`src/flash_host_params.svh`:
```
`ifndef FLASH_HOST_PARAMS_SVH
`define FLASH_HOST_PARAMS_SVH

// ****************************************************************
// Clock and strobe timing
// ****************************************************************
`define FH_CLK_NS 40
`define FH_CLK_MHZ 25
`define FH_WRITE_PULSE_NS 90
`define FH_WRITE_HIGH_NS 90
`define FH_READ_ACCESS_NS 120
`define FH_READ_STROBE_HIGH_MIN_NS 150
`define FH_BYTE_PROGRAM_DURATION_MAX_US 50
`define FH_ERASE_CYCLE_MAX_S 10

// Least times round up to whole cycles
`define FH_WP_CYC ((`FH_WRITE_PULSE_NS + `FH_CLK_NS - 1) / `FH_CLK_NS)
`define FH_WPH_CYC ((`FH_WRITE_HIGH_NS + `FH_CLK_NS - 1) / `FH_CLK_NS)
`define FH_ACC_CYC ((`FH_READ_ACCESS_NS + `FH_CLK_NS - 1) / `FH_CLK_NS)
`define FH_OEHP_CYC ((`FH_READ_STROBE_HIGH_MIN_NS + `FH_CLK_NS - 1) / `FH_CLK_NS)
// Longest times round down
`define FH_BP_MAX_CYC (`FH_BYTE_PROGRAM_DURATION_MAX_US * `FH_CLK_MHZ)
`define FH_EC_MAX_CYC (`FH_ERASE_CYCLE_MAX_S * `FH_CLK_MHZ * 1000000)

// ****************************************************************
// Command addresses and bytes
// ****************************************************************
`define FH_ADDR_FIRST 15'h5555
`define FH_ADDR_SECOND 15'h2aaa
`define FH_BYTE_UNLOCK1 8'haa
`define FH_BYTE_UNLOCK2 8'h55
`define FH_BYTE_PROGRAM 8'ha0
`define FH_BYTE_SETUP 8'h80
`define FH_BYTE_CHIP_ERASE 8'h10
`define FH_BYTE_LOCKOUT 8'h40
`define FH_BYTE_ID_ENTER 8'h90
`define FH_BYTE_ID_EXIT 8'hf0
`define FH_STATUS_TOGGLE_LINE 6

`endif

```
`src/flash_host_pkg.sv`:
```
package flash_host_pkg;

  // Host commands
  typedef enum logic [2:0] {
    OP_READ = 3'b000,
    OP_PROGRAM = 3'b001,
    OP_CHIP_ERASE = 3'b010,
    OP_LOCKOUT = 3'b011,
    OP_ID_ENTER = 3'b100,
    OP_ID_EXIT = 3'b101,
    OP_ID_READ = 3'b110
  } cmd_op_t;

  // Strobe sequencer states
  typedef enum logic [2:0] {
    ST_IDLE = 3'b000,
    ST_WR_LOW = 3'b001,
    ST_WR_HIGH = 3'b010,
    ST_RD_LOW = 3'b011,
    ST_RD_HIGH = 3'b100,
    ST_DONE = 3'b101
  } state_t;

endpackage : flash_host_pkg

```
`src/flash_host.sv`:
```
// Summary of operation
// - Between polling reads, CE and OE stay high at least 150 ns.
// - Only a change of the toggle line between reads is meaningful.
// - All polling reads use one constant address.
// - During chip erase, OE stays high while WE and CE are low.
// - Lockout is six writes AA,55,80,AA,55,40 at 5555/2AAA.
// - ID entry is AA,55,90; exit is a single F0 write.
`timescale 1ns/1ns
`default_nettype none
`include "flash_host_params.svh"

module flash_host
  import flash_host_pkg::*;
#(
  parameter int ERASE_TIMEOUT_CYCLES = `FH_EC_MAX_CYC
) (
  input wire logic clk_sys,
  input wire logic rst_n,
  input wire logic cmd_valid,
  output logic cmd_ready,
  input wire cmd_op_t cmd_op,
  input wire logic [18:0] cmd_addr,
  input wire logic [7:0] cmd_data,
  output logic rsp_valid,
  output logic [7:0] rsp_data,
  output logic rsp_timeout,
  output logic flash_ce_n,
  output logic flash_oe_n,
  output logic flash_we_n,
  output logic [18:0] flash_addr,
  output logic [7:0] flash_dq_out,
  output logic flash_dq_oe,
  input wire logic [7:0] flash_dq_in
);

  // ****************************************************************
  // Reset release
  // ****************************************************************
  logic rst_meta_reg;
  logic rst_sync_n_reg;

  // Assert at once, release two edges later
  always_ff @(posedge clk_sys or negedge rst_n) begin
    if (!rst_n) begin
      rst_meta_reg <= 1'b0;
      rst_sync_n_reg <= 1'b0;
    end else begin
      rst_meta_reg <= 1'b1;
      rst_sync_n_reg <= rst_meta_reg;
    end
  end

  // ****************************************************************
  // Command sequence tables
  // ****************************************************************
  localparam logic [2:0] WP_LAST = 3'(`FH_WP_CYC - 1);
  localparam logic [2:0] WPH_LAST = 3'(`FH_WPH_CYC - 1);
  localparam logic [2:0] ACC_LAST = 3'(`FH_ACC_CYC - 1);
  localparam logic [2:0] OEHP_LAST = 3'(`FH_OEHP_CYC - 1);
  localparam logic [27:0] BP_LIMIT = 28'(`FH_BP_MAX_CYC);
  localparam logic [27:0] EC_LIMIT = 28'(ERASE_TIMEOUT_CYCLES);

  // Number of write cycles for each command
  function automatic logic [2:0] seq_len(input cmd_op_t op);
    unique case (op)
      OP_PROGRAM: seq_len = 3'h4;
      OP_CHIP_ERASE: seq_len = 3'h6;
      OP_LOCKOUT: seq_len = 3'h6;
      OP_ID_ENTER: seq_len = 3'h3;
      OP_ID_EXIT: seq_len = 3'h1;
      default: seq_len = 3'h0;
    endcase
  endfunction : seq_len

  // Command byte of step idx; unlock prefix is common to all long sequences
  function automatic logic [7:0] seq_byte(input cmd_op_t op, input logic [2:0] idx);
    logic [7:0] third;
    logic [7:0] last;
    third = (op == OP_PROGRAM) ? `FH_BYTE_PROGRAM :
            (op == OP_ID_ENTER) ? `FH_BYTE_ID_ENTER : `FH_BYTE_SETUP;
    last = (op == OP_LOCKOUT) ? `FH_BYTE_LOCKOUT : `FH_BYTE_CHIP_ERASE;
    if (op == OP_ID_EXIT) begin
      seq_byte = `FH_BYTE_ID_EXIT;
    end else begin
      unique case (idx)
        3'h0: seq_byte = `FH_BYTE_UNLOCK1;
        3'h1: seq_byte = `FH_BYTE_UNLOCK2;
        3'h2: seq_byte = third;
        3'h3: seq_byte = `FH_BYTE_UNLOCK1;
        3'h4: seq_byte = `FH_BYTE_UNLOCK2;
        default: seq_byte = last;
      endcase
    end
  endfunction : seq_byte

  // ****************************************************************
  // Sequencer state
  // ****************************************************************
  state_t state_reg, state_next;
  cmd_op_t op_reg, op_sel;
  logic [18:0] addr_reg;
  logic [7:0] wdata_reg;
  logic [2:0] step_reg;
  logic [2:0] cnt_reg;
  logic poll_reg;
  logic have_prev_reg, rd_seen_reg;
  logic [7:0] rd_reg;
  logic [7:0] prev_reg;
  logic [27:0] timer_reg;
  logic timeout_reg;

  wire accept = (state_reg == ST_IDLE) && cmd_valid;
  assign op_sel = accept ? cmd_op : op_reg; // Latches load only at this edge
  wire [18:0] addr_in = (cmd_op == OP_ID_READ) ? {18'h00000, cmd_addr[0]} : cmd_addr;
  wire [18:0] addr_sel = accept ? addr_in : addr_reg;
  wire [2:0] len_in = seq_len(cmd_op);
  wire [2:0] len_cur = seq_len(op_reg);
  wire phase_end_wr_low = (cnt_reg == WP_LAST);
  wire phase_end_wr_high = (cnt_reg == WPH_LAST);
  wire phase_end_rd_low = (cnt_reg == ACC_LAST);
  wire phase_end_rd_high = (cnt_reg == OEHP_LAST);
  wire last_step = (step_reg == len_cur - 3'h1);
  wire needs_poll = (op_reg == OP_PROGRAM) || (op_reg == OP_CHIP_ERASE) ||
                    (op_reg == OP_LOCKOUT);
  // Settled when two successive reads agree on the toggle line
  wire settled = have_prev_reg &&
                 (rd_reg[`FH_STATUS_TOGGLE_LINE] == prev_reg[`FH_STATUS_TOGGLE_LINE]);
  wire [27:0] limit = (op_reg == OP_CHIP_ERASE) ? EC_LIMIT : BP_LIMIT;
  wire expired = (timer_reg >= limit);

  // Next state of the strobe sequencer
  always_comb begin
    state_next = state_reg;
    unique case (state_reg)
      ST_IDLE: begin
        if (cmd_valid) begin
          state_next = (len_in == 3'h0) ? ST_RD_LOW : ST_WR_LOW;
        end
      end
      ST_WR_LOW: begin
        if (phase_end_wr_low) begin
          state_next = ST_WR_HIGH;
        end
      end
      ST_WR_HIGH: begin
        if (phase_end_wr_high && last_step) begin
          state_next = needs_poll ? ST_RD_LOW : ST_DONE;
        end else if (phase_end_wr_high) begin
          state_next = ST_WR_LOW;
        end
      end
      ST_RD_LOW: begin
        if (phase_end_rd_low) begin
          state_next = ST_RD_HIGH;
        end
      end
      ST_RD_HIGH: begin
        if (phase_end_rd_high) begin
          state_next = (!poll_reg || settled || expired) ? ST_DONE : ST_RD_LOW;
        end
      end
      ST_DONE: state_next = ST_IDLE;
      default: state_next = ST_IDLE;
    endcase
  end

  // ****************************************************************
  // Pin values, decoded from the next state and then registered
  // ****************************************************************
  wire wr_next = (state_next == ST_WR_LOW);
  wire rd_next = (state_next == ST_RD_LOW);
  wire wr_phase_next = wr_next || (state_next == ST_WR_HIGH);
  // Address and data are launched with the falling write strobe only
  wire wr_launch = wr_next && (state_reg != ST_WR_LOW);
  wire [2:0] step_pin = accept ? 3'h0 : (state_reg == ST_WR_HIGH) ? step_reg + 3'h1 : step_reg;
  wire [14:0] cmd_word_addr = (step_pin == 3'h1 || step_pin == 3'h4) ?
                              `FH_ADDR_SECOND : `FH_ADDR_FIRST;
  wire prog_data_next = (op_sel == OP_PROGRAM) && (step_pin == 3'h3);
  // Command cycles only decode low 15 address bits, upper bits driven low
  wire [18:0] wr_addr_next = prog_data_next ? addr_reg :
                             (op_sel == OP_ID_EXIT) ? 19'h00000 :
                             {4'h0, cmd_word_addr};
  wire [7:0] wr_data_next = prog_data_next ? wdata_reg : seq_byte(op_sel, step_pin);

  // Strobes: OE never falls during writes, both CE and OE rise between reads
  always_ff @(posedge clk_sys or negedge rst_sync_n_reg) begin
    if (!rst_sync_n_reg) begin
      flash_ce_n <= 1'b1;
      flash_oe_n <= 1'b1;
      flash_we_n <= 1'b1;
      flash_dq_oe <= 1'b0;
    end else begin
      flash_ce_n <= !(wr_next || rd_next);
      flash_oe_n <= !rd_next;
      flash_we_n <= !wr_next;
      flash_dq_oe <= wr_phase_next;
    end
  end

  // Address and data hold over the whole write cycle; reads keep one address
  always_ff @(posedge clk_sys or negedge rst_sync_n_reg) begin
    if (!rst_sync_n_reg) begin
      flash_addr <= 19'h00000;
      flash_dq_out <= 8'h00;
    end else if (wr_launch) begin
      flash_addr <= wr_addr_next;
      flash_dq_out <= wr_data_next;
    end else if (rd_next) begin
      flash_addr <= addr_sel;
    end
  end

  // ****************************************************************
  // Command latch and sequence counters
  // ****************************************************************
  always_ff @(posedge clk_sys or negedge rst_sync_n_reg) begin
    if (!rst_sync_n_reg) begin
      state_reg <= ST_IDLE;
      op_reg <= OP_READ;
      addr_reg <= 19'h00000;
      wdata_reg <= 8'h00;
      step_reg <= 3'h0;
      cnt_reg <= 3'h0;
    end else begin
      state_reg <= state_next;
      cnt_reg <= (state_next != state_reg) ? 3'h0 : cnt_reg + 3'h1;
      if (accept) begin
        op_reg <= cmd_op;
        // ID reads force the upper lines low so bit zero picks the code
        addr_reg <= addr_in;
        wdata_reg <= cmd_data;
        step_reg <= 3'h0;
      end else if (state_reg == ST_WR_HIGH && phase_end_wr_high && !last_step) begin
        step_reg <= step_reg + 3'h1;
      end
    end
  end

  // ****************************************************************
  // Toggle polling
  // ****************************************************************
  // Data is sampled on the last cycle of the read strobe, after access time
  always_ff @(posedge clk_sys or negedge rst_sync_n_reg) begin
    if (!rst_sync_n_reg) begin
      rd_reg <= 8'h00;
      prev_reg <= 8'h00;
      have_prev_reg <= 1'b0;
      rd_seen_reg <= 1'b0;
      poll_reg <= 1'b0;
    end else if (accept) begin
      have_prev_reg <= 1'b0;
      rd_seen_reg <= 1'b0;
      poll_reg <= 1'b0;
    end else if (state_reg == ST_RD_LOW && phase_end_rd_low) begin
      rd_reg <= flash_dq_in;
      prev_reg <= rd_reg;
      rd_seen_reg <= 1'b1;
      have_prev_reg <= poll_reg && rd_seen_reg; // Stale byte of an older command never counts
    end else if (state_reg == ST_WR_HIGH && phase_end_wr_high && last_step) begin
      poll_reg <= needs_poll;
    end
  end

  // Busy timer bounds the wait; a dead device cannot hang the host
  always_ff @(posedge clk_sys or negedge rst_sync_n_reg) begin
    if (!rst_sync_n_reg) begin
      timer_reg <= 28'h0000000;
      timeout_reg <= 1'b0;
    end else if (accept) begin
      timer_reg <= 28'h0000000;
      timeout_reg <= 1'b0;
    end else if (poll_reg && !expired) begin
      timer_reg <= timer_reg + 28'h0000001;
    end else if (state_reg == ST_RD_HIGH && phase_end_rd_high && poll_reg && !settled) begin
      timeout_reg <= expired;
    end
  end

  // ****************************************************************
  // User side
  // ****************************************************************
  assign cmd_ready = (state_reg == ST_IDLE);
  assign rsp_valid = (state_reg == ST_DONE);
  assign rsp_data = rd_reg;
  assign rsp_timeout = timeout_reg;

endmodule : flash_host
`default_nettype wire

```
`config.mk`:
```
export PLATFORM = sky130hd
export DESIGN_NAME = flash_host
export DESIGN_NICKNAME = d
export VERILOG_FILES = /design/src/flash_host_pkg.sv /design/src/flash_host.sv
export VERILOG_INCLUDE_DIRS = /design/src
export SDC_FILE = /design/constraint.sdc
export NUM_CORES = 1
export LEC_CHECK = 0
export BUFFER_PORTS_ARGS = -buffer_cell sky130_fd_sc_hd__clkbuf_2
export CELL_PAD_IN_SITES_DETAIL_PLACEMENT = 1
export CELL_PAD_IN_SITES_GLOBAL_PLACEMENT = 1
export CORE_ASPECT_RATIO = 0.6
export CORE_MARGIN = 8
export CORE_UTILIZATION = 48
export CTS_CLUSTER_SIZE = 30
export DETAILED_ROUTE_END_ITERATION = 10
export PLACE_DENSITY_LB_ADDON = 0.1
export RECOVER_POWER = 50
export SYNTH_ARGS = -nofsm -noshare
export SYNTH_HDL_FRONTEND = slang
export SYNTH_SLANG_ARGS = --single-unit
```
`constraint.sdc`:
```
create_clock -name clk_sys -period 8.8 [get_ports clk_sys]
set_clock_uncertainty 0.1 [all_clocks]
set_input_delay 1.32 -clock clk_sys [delete_from_list [all_inputs] [get_ports clk_sys]]
set_output_delay 1.32 -clock clk_sys [all_outputs]
set_load 0.02 [all_outputs]
```
Word level (Yosys, flattened, before mapping)

Index checks and enable logic that the tools add are counted.

Bits in registers: 119
Input bits: 41
Output and inout bits: 42

Reduce and logical (&&, ||, !) cells: 44
Order comparisons: 1
Muxes and demuxes: 44
Add/sub/neg operators: 4
Eq/ne operators: 35
Bitwise logic cells: 1

Operator list:

| operator                | count |
|---|---|
| $mux W19                | 5 |
| $mux W28                | 3 |
| $mux W3                 | 14 |
| $eq A3 B2 Y1 const B    | 13 |
| $eq A3 B3 Y1 const B    | 10 |
| $mux W15                | 2 |
| $add A28 B1 Y28 const B | 1 |
| $ge A28 B28 Y1          | 1 |
| $pmux W3 S4             | 2 |
| $pmux W8 S3             | 1 |
| $eq A3 B1 Y1 const B    | 6 |
| $mux W8                 | 2 |
| $pmux W3 S5             | 1 |
| $logic_and A1 B1 Y1     | 14 |
| $reduce_bool A2 Y1      | 6 |
| $mux W1                 | 10 |
| $logic_not A3 Y1        | 3 |
| $reduce_or A2 Y1        | 4 |
| $logic_not A1 Y1        | 7 |
| $logic_or A1 B1 Y1      | 7 |
| $mux W7                 | 1 |
| $add A3 B1 Y3 const B   | 2 |
| $mux W6                 | 1 |
| $reduce_and A2 Y1       | 3 |
| other kinds (9)         | 10 |

Longest topological paths before layout

Gate-level depths: netlist (run 1).

Depth after elaboration: 11
Depth in mapped cells: 12
Depth with buffers taken out: 12

Least setup slack after synthesis (run 1)

OpenSTA, ideal clock, no wires.

Path type: register to register
From: register op_reg[1]
To: register flash_we_n
Data required time: 8,612 ps
Clock period less this slack: 3,272 ps
Stages on the path, launching flop included: 12
Slack: 5,528 ps
Arrival time: 3,084 ps
Path through: dfrtp_1 -> inv_1 -> or3_1 -> ha_1 -> a211oi_1 -> nand2_1 -> a21oi_1 -> o21ai_1 -> clkbuf_1 -> a2111oi_0 -> o221ai_1 -> or3b_1

Cells in the longest elaborated chain, start to end: 10
Elaborated cells between the ends (all ways): 22
Those cells by class: 1 x add/sub; 1 x order compare; 7 x eq/ne; 7 x mux; 6 x reduce/logical

RTL lines:

| element                                                | RTL line          | RTL |
|---|---|---|
| from (decl)                                            | flash_host.sv:100 | `cmd_op_t op_reg, op_sel;` |
| from (signal assigned)                                 | flash_host.sv:228 | `op_reg <= cmd_op;` |
| branches (longest 7 deep; another with $ge A28 B28 Y1) | --                |  |
| $pmux W3 S5 *                                          | flash_host.sv:134 | `unique case (state_reg)` |
| named net state_next[2]                                | flash_host.sv:99  | `state_t state_reg, state_next;` |
| $eq A3 B1 Y1 *                                         | flash_host.sv:170 | `wire wr_next = (state_next == ST_WR_LOW);` |
| $logic_not A1 Y1 *                                     | flash_host.sv:195 | `flash_we_n <= !wr_next;` |
| to (signal assigned)                                   | flash_host.sv:195 |  |
| to (decl)                                              | flash_host.sv:29  | `output logic flash_we_n,` |

Mark *: on every way through the listed nets, which the timed path passes.
A chain may end at the register's enable or synchronous reset.

==> reports/metrics.yaml, run 1 <==
floorplan:
  fp-row-count: 31
  die_w_um: 161.2
  die_area_um2: 16620
  initial_core_util_pct: 49.70
  chipHeight_um: 103.1
  core-area_um2: 12220
  io_pins: 83
cts:
  cts_post_setup_buffers_inserted: 0
  holdBufCountCts: 0
  cts_tree: "built"
  post_cts_resized: 0
  clock_path_buffers: 2
  clk_pin_slew_worst_paths_ns: 0.06
  cts_num_sinks: 113
  clk_latency_ns: 0.42
  cts_buffers: 17
  h-tree-depth: 4
  cts_root_buffer: "clkbuf_16"
logic_synthesis:
  ys.flop_type: "dfrtp_1"
  syn_nets: 674
  yosysWarnings: 0
  ys_ff_latch: 113
  async_flop_share_pct: 100.0
  postSynthAreaPerCell_um2: 9.922
  syn_inst: 612
  synth-seq-area-share_pct: 46.63
  netlist-cell-type-count: 78
  synth_edf_count: 0
  netlist_area_um2: 6072
hold_path:
  min_path_cells: 0
  hp-class: "reg -> reg"
timing:
  hold_ws_ns: 0.2468
  rsz0062_at_grt: "false"
  hold_viol_final: 0
  setup_viol: 0
  relSlewSlack_pct: -191.4
  min_period_ns: 5.503
  fin_ws_ns: 3.297
  max_freq_ghz: 0.1817
  min_period_over_period_pct: 62.54
  drv_slew: 167
  fin_tns_setup_ns: 0
  worstMarginPinSlew_ns: 4.371
final_layout:
  final_net_count: 750
  fill_cells: 1377
  areaGrowthSynthToFinish_pct: 18.24
  antenna_cells: 0
  drive_gt1_share_pct: 21.68
  largest_reg_flops: 28
  stdcell_count: 866
setup_path:
  crit_buf_inv: 1
  cpMaxStageDelayCell: "clkbuf_1"
  cp_max_fo: 78
  cp_cell_sequence: "clkbuf_1"
  arrival_ns: 4.90
  crit_type: "reg -> async"
  worstPathRequired_ns: 8.20
  endpoint_kind: "asynchronous set/reset pin"
  cp_top_family: "buffers and inverters"
  worstSetupStartpointType: "register"
  cp.depth: 1
  r2r_cells: 1
  slowest_delay_ns: 3.12
placed_design:
  portBuffers: 82
  post-dp-hpwl_um: 13160
  post-place-cells: 834
  gp_congestion: 0.9069
  dpl_worst_slack_ns: 4.609
power_and_ir_drop:
  p_clk_share_pct: 26.6
  p_int_uw: 1643
  irDropWorstVdd_v: 0.0001757
  seq_power_share_pct: 31.0
  power_uw: 2824
  leakage_uw: 0.003277
  p_per_area_nw_per_um2: 393.3
  pwr-share-comb_pct: 42.4
  p_sw_share_pct: 41.81
  power_switching_uw: 1181
global_routing:
  overflow: 0
  grt_max_degree: 79
  grt_first_pass_wirelength_um: 31350
  antenna_found_initial: 0
  grt_usage_pct: 24.27
  grt_pass1_vias: 5694
drt:
  vias: 5280
  drt_wl_total_um: 19200
  viasPerCell: 6.097
  drt.antenna.violating_nets: 0
  drc: 0
  initialDrtViolationCount: 309
  dr.pass1.iters: 5
  routedWlPerCell_um: 22.17
status:
  violations: "max-capacitance violations, max-slew violations"
  status: "complete, but fails checks"
flow_run:
  cap_violations: 3
-- cell type report --
class / instances / area (um^2) / share of cell area (%)
Clock buffer: 20 / 456.7 / 6.361
Clock inverter: 12 / 181.4 / 2.527
Inverter: 15 / 56.30 / 0.7842
Multi-Input combinational cell: 452 / 2999 / 41.77
Sequential cell: 113 / 2831 / 39.44
Tap cell: 165 / 206.4 / 2.876
Timing Repair Buffer: 89 / 447.9 / 6.239
-- per-stage QoR --
stage | instance area [um^2] | util, %
final | 7179 | 58.76
after global routing | 7179 | 58.76
after CTS | 7213 | 59.04
after detailed placement | 6575 | 53.81
after global placement | 6575 | 53.81
after floorplan | 6072 | -
-- placed cells by master, fill, tap and decap left out, types with 4 or more instances in the layout --
cell type and n:
dfrtp_1 110, nand2_1 101, clkbuf_2 79, nor2_1 47, a21oi_1 32, xnor2_1 22, ha_1 21, a22o_1 18
clkbuf_16 17, inv_1 14, o21ai_0 14, nand3_1 13, nor3_1 13, a221o_1 11, mux2_2 10, nor4_1 9
nand2b_1 8, nand4_1 8, nor2b_1 7, a21o_1 7, mux2i_1 7, o221a_1 7, clkbuf_1 7, or3_1 6
nor4b_1 6, and3_1 5, a31oi_1 5, and2_1 4, nand4b_1 4, bufinv_16 4, clkinv_4 4, buf_4 4
-- Yosys cell counts (5+ instances only) --
cell | instances | area, um^2
a21oi_1 | 32 | 160.2
o21ai_0 | 15 | 75.07
a31oi_1 | 5 | 31.28
a221o_1 | 11 | 110.1
nand4_1 | 8 | 50.05
buf_2 | 10 | 50.05
clkbuf_1 | 14 | 52.55
mux2i_1 | 7 | 70.07
xnor2_1 | 22 | 192.7
nor4b_1 | 5 | 43.79
dfrtp_1 | 110 | 2753
nand2_1 | 101 | 379.1
a22o_1 | 18 | 157.7
nor3_1 | 13 | 65.06
nor2b_1 | 7 | 43.79
inv_1 | 14 | 52.55
nand3_1 | 13 | 65.06
nor2_1 | 47 | 176.4
mux2_2 | 10 | 112.6
or3_1 | 6 | 37.54
o221a_1 | 7 | 78.83
a21o_1 | 7 | 52.55
ha_1 | 21 | 262.8
and3_1 | 5 | 31.28
nor4_1 | 9 | 56.30
nand2b_1 | 8 | 50.05
-- cells by family after synthesis --
kind of cell             Yosys count  synth area share, %
XOR/XNOR                          24                3.462
multiplexers                      17                3.009
buffers and inverters             47                3.730
AO/OA/AOI/OAI                    133                16.90
AND/OR/NAND/NOR                  256                21.88
adder cells (fa/ha/maj)           21                4.327
other                              1              0.06176
flip-flops                       113                46.63
-- routing by layer --
metal	track usage, %	up-vias	part of all wire [%]
met5	0	-	0
met4	7.360	0	1.3
met3	7.456	26	7.7
met2	36.73	191	44
met1	32.95	2695	46
li1	-	2368	-
-- power by group through the flow --
stage / combinational [uW] / clock, uW / sequential (uW)
floorplan: 802 / 0 / 913
global route: 1310 / 783 / 903
CTS: 1200 / 758 / 878
finish: 1200 / 752 / 876
detailed placement: 1180 / 0 / 877
global placement: 1120 / 0 / 861
-- path summary, 6_finish.rpt --
check | startpoint | endpoint | slack (ns)
max | rst_sync_n_reg | addr_reg[8] | 3.30
min | rst_meta_reg | rst_sync_n_reg | 0.25
max reg2reg | rst_sync_n_reg | addr_reg[8] | 3.30
min reg2reg | rst_meta_reg | rst_sync_n_reg | 0.25
max in group clk_sys | cmd_valid | flash_addr[8] | 3.50
min in group asynchronous | rst_sync_n_reg | addr_reg[9] | 0.49
Note: power is estimated with default switching activity, not from simulation.
==> run 2: changes to the inputs <==
--- a/config.mk
+++ b/config.mk
@@ -11,7 +11,7 @@
 export CELL_PAD_IN_SITES_GLOBAL_PLACEMENT = 1
 export CORE_ASPECT_RATIO = 0.6
 export CORE_MARGIN = 8
-export CORE_UTILIZATION = 48
+export CORE_UTILIZATION = 45
 export CTS_CLUSTER_SIZE = 30
 export DETAILED_ROUTE_END_ITERATION = 10
 export PLACE_DENSITY_LB_ADDON = 0.1
==> constraint.sdc (replaced) <==
create_clock -name clk_sys -period 5.7 [get_ports clk_sys]
set_clock_uncertainty 0.1 [all_clocks]
set_input_delay 0.855 -clock clk_sys [delete_from_list [all_inputs] [get_ports clk_sys]]
set_output_delay 0.855 -clock clk_sys [all_outputs]
set_load 0.02 [all_outputs]
==> reports/metrics.yaml, run 2 (same netlist as run 1, synthesis figures left out) <==
status:
  status: "complete, but fails checks"  # unchanged
  violations: "max-capacitance violations, max-slew violations"  # unchanged
cts:
  clk_latency_ns: 0.42  # about the same
  cts_post_setup_buffers_inserted: 0  # unchanged
  clk_pin_slew_worst_paths_ns: 0.07  # was 0.06 ns
  cts_tree: "built"  # unchanged
  clock_path_buffers: 2  # unchanged
  h-tree-depth: 4  # unchanged
  holdBufCountCts: 0  # unchanged
  cts_root_buffer: "clkbuf_16"  # unchanged
  cts_num_sinks: 113  # unchanged
  cts_buffers: 17  # unchanged
  post_cts_resized: 0  # unchanged
placed_design:
  gp_congestion: 0.8517  # was 0.9069
  portBuffers: 82  # unchanged
  post-dp-hpwl_um: 12420  # was 13160 um
  dpl_worst_slack_ns: 1.400  # was 4.609 ns
hold_path:
  hp-class: "in -> async"  # was reg -> reg
timing:
  drv_slew: 157  # was 167
  min_period_ns: 4.114  # was 5.503 ns
  relSlewSlack_pct: -52.21  # was -191.4%
  setup_viol: 0  # unchanged
  rsz0062_at_grt: "false"  # unchanged
  max_freq_ghz: 0.2431  # was 0.1817 GHz
  min_period_over_period_pct: 72.18  # was 62.54%
  fin_tns_setup_ns: 0  # unchanged
  fin_ws_ns: 1.586  # was 3.297 ns
  hold_viol_final: 0  # unchanged
  worstMarginPinSlew_ns: 2.283  # was 4.371 ns
drt:
  drt_wl_total_um: 18320  # was 19200 um
  viasPerCell: 5.864  # was 6.097
  routedWlPerCell_um: 20.94  # was 22.17 um
  dr.pass1.iters: 5  # unchanged
  initialDrtViolationCount: 358  # was 309
  drc: 0  # unchanged
  vias: 5131  # was 5280
  drt.antenna.violating_nets: 0  # unchanged
global_routing:
  overflow: 0  # unchanged
  grt_max_degree: 73  # was 79
  grt_pass1_vias: 5463  # was 5694
  antenna_found_initial: 0  # unchanged
  grt_usage_pct: 21.05  # was 24.27%
  grt_first_pass_wirelength_um: 30090  # was 31350 um
setup_path:
  slowest_delay_ns: 0.83  # was 3.12 ns
  cp_cell_sequence: "inv_1, or3_1, ha_1, nand2_1, nor4b_1, a21oi_1, o21ai_1, o31ai_4, o21ai_2, a221o_1"  # was clkbuf_1
  worstSetupStartpointType: "register"  # unchanged
  cpMaxStageDelayCell: "o21ai_1"  # was clkbuf_1
  cp_max_fo: 14  # was 78
  endpoint_kind: "register"  # was asynchronous set/reset pin
  ff2ff_setup_slack_ns: 1.59  # was 3.30 ns
  cp_top_family: "compound AO/OA/AOI/OAI gates"  # was buffers and inverters
  arrival_ns: 4.36  # was 4.90 ns
  r2r_end: "flash_addr[17]"  # was addr_reg[8]
  r2r_start: "op_reg[1]"  # was rst_sync_n_reg
  crit_type: "reg -> reg"  # was reg -> async
  worstPathRequired_ns: 5.95  # was 8.20 ns
  r2r_cells: 10  # was 1
  crit_buf_inv: 1  # unchanged
floorplan:
  fp-row-count: 33  # was 31
  die_area_um2: 17590  # was 16620 um^2
  chipHeight_um: 106.0  # was 103.1 um
  die_w_um: 166.0  # was 161.2 um
  io_pins: 83  # unchanged
  initial_core_util_pct: 45.25  # was 49.70%
  core-area_um2: 13420  # was 12220 um^2
flow_run:
  cap_violations: 3  # unchanged
power_and_ir_drop:
  irDropWorstVdd_v: 0.0002181  # was 0.0001757 V
  leakage_uw: 0.003143  # was 0.003277 uW
  p_per_area_nw_per_um2: 595.1  # was 393.3 nW/um^2
final_layout:
  drive_gt1_share_pct: 17.00  # was 21.68%
  areaGrowthSynthToFinish_pct: 17.16  # was 18.24%
  final_common_cell: "dfrtp_1"  # unchanged
  final_cell_mix: "dfrtp_1, nand2_1, nor2_1"  # was dfrtp_1, nand2_1, clkbuf_2
  largest_reg_flops: 28  # unchanged
  antenna_cells: 0  # unchanged
  final_net_count: 749  # was 750
run 2: changes by cell type in the layout (fill, tap and decap cells not counted), sizes merged:
cell      change
inv           +2
bufinv        -2
clkbuf        -3
clkinvlp      +2
run 2: power breakdown:
group          total [uW]  switching, uW  leakage, uW  internal [uW]
combinational        1810           1150      0.00143            655
sequential           1350            253      0.00144           1090
clock                1080            427     0.000277            650
run 2: per-stage QoR:
stage               power (uW)  area (um^2)  utilization, %  hold WS [ns]  cells
finish                    4233         7114           53.02        0.1069    875
global route              4479         7114           53.02        0.1040    875
CTS                       4254         7167           53.41       0.09819    875
detailed placement        3146         6580           49.04        0.2355    843
global placement          3056         6580           49.04        0.2223    843
floorplan                 2648         6072               -        0.2312    612
run 2: worst max-delay path by stage:
stage | startpoint | end | depth (start not counted)
floorplan | rst_sync_n_reg | addr_reg[0] | 0
global placement | op_reg[1] | timer_reg[2] | 10
detailed placement | op_reg[1] | timer_reg[19] | 10
CTS | op_reg[1] | timer_reg[19] | 10
global route | op_reg[1] | flash_addr[5] | 10
finish | op_reg[1] | flash_addr[17] | 10
run 2: worst reg2reg max path: cells and delay by family (launching register included):
family / cells / cell delay (ns)
buffers and inverters: 1 / 0.12
adder cells (fa/ha/maj): 1 / 0.42
AO/OA/AOI/OAI: 5 / 1.90
flip-flops: 1 / 0.46
AND/OR/NAND/NOR: 3 / 1.04
run 2: per-layer routing:
| layer | vias to the layer above | wire length [um] | global-route usage (%) |
|---|---|---|---|
| li1 | 2363 | - | - |
| met1 | 2609 | 9306 | 31.04 |
| met2 | 146 | 7782 | 30.49 |
| met3 | 13 | 1092 | 5.179 |
| met4 | 0 | 142 | 4.713 |
| met5 | - | 0 | 0 |
run 2: area by class of cell:
type                    count  area (um^2)
repair buffers             88        401.6
inverters                  15        56.30
multi-input cells         452         3019
clock inverters            14        157.7
clock buffers              18        429.2
fillers                  1505         6305
flip-flops and latches    113         2831
well taps                 175        219.0
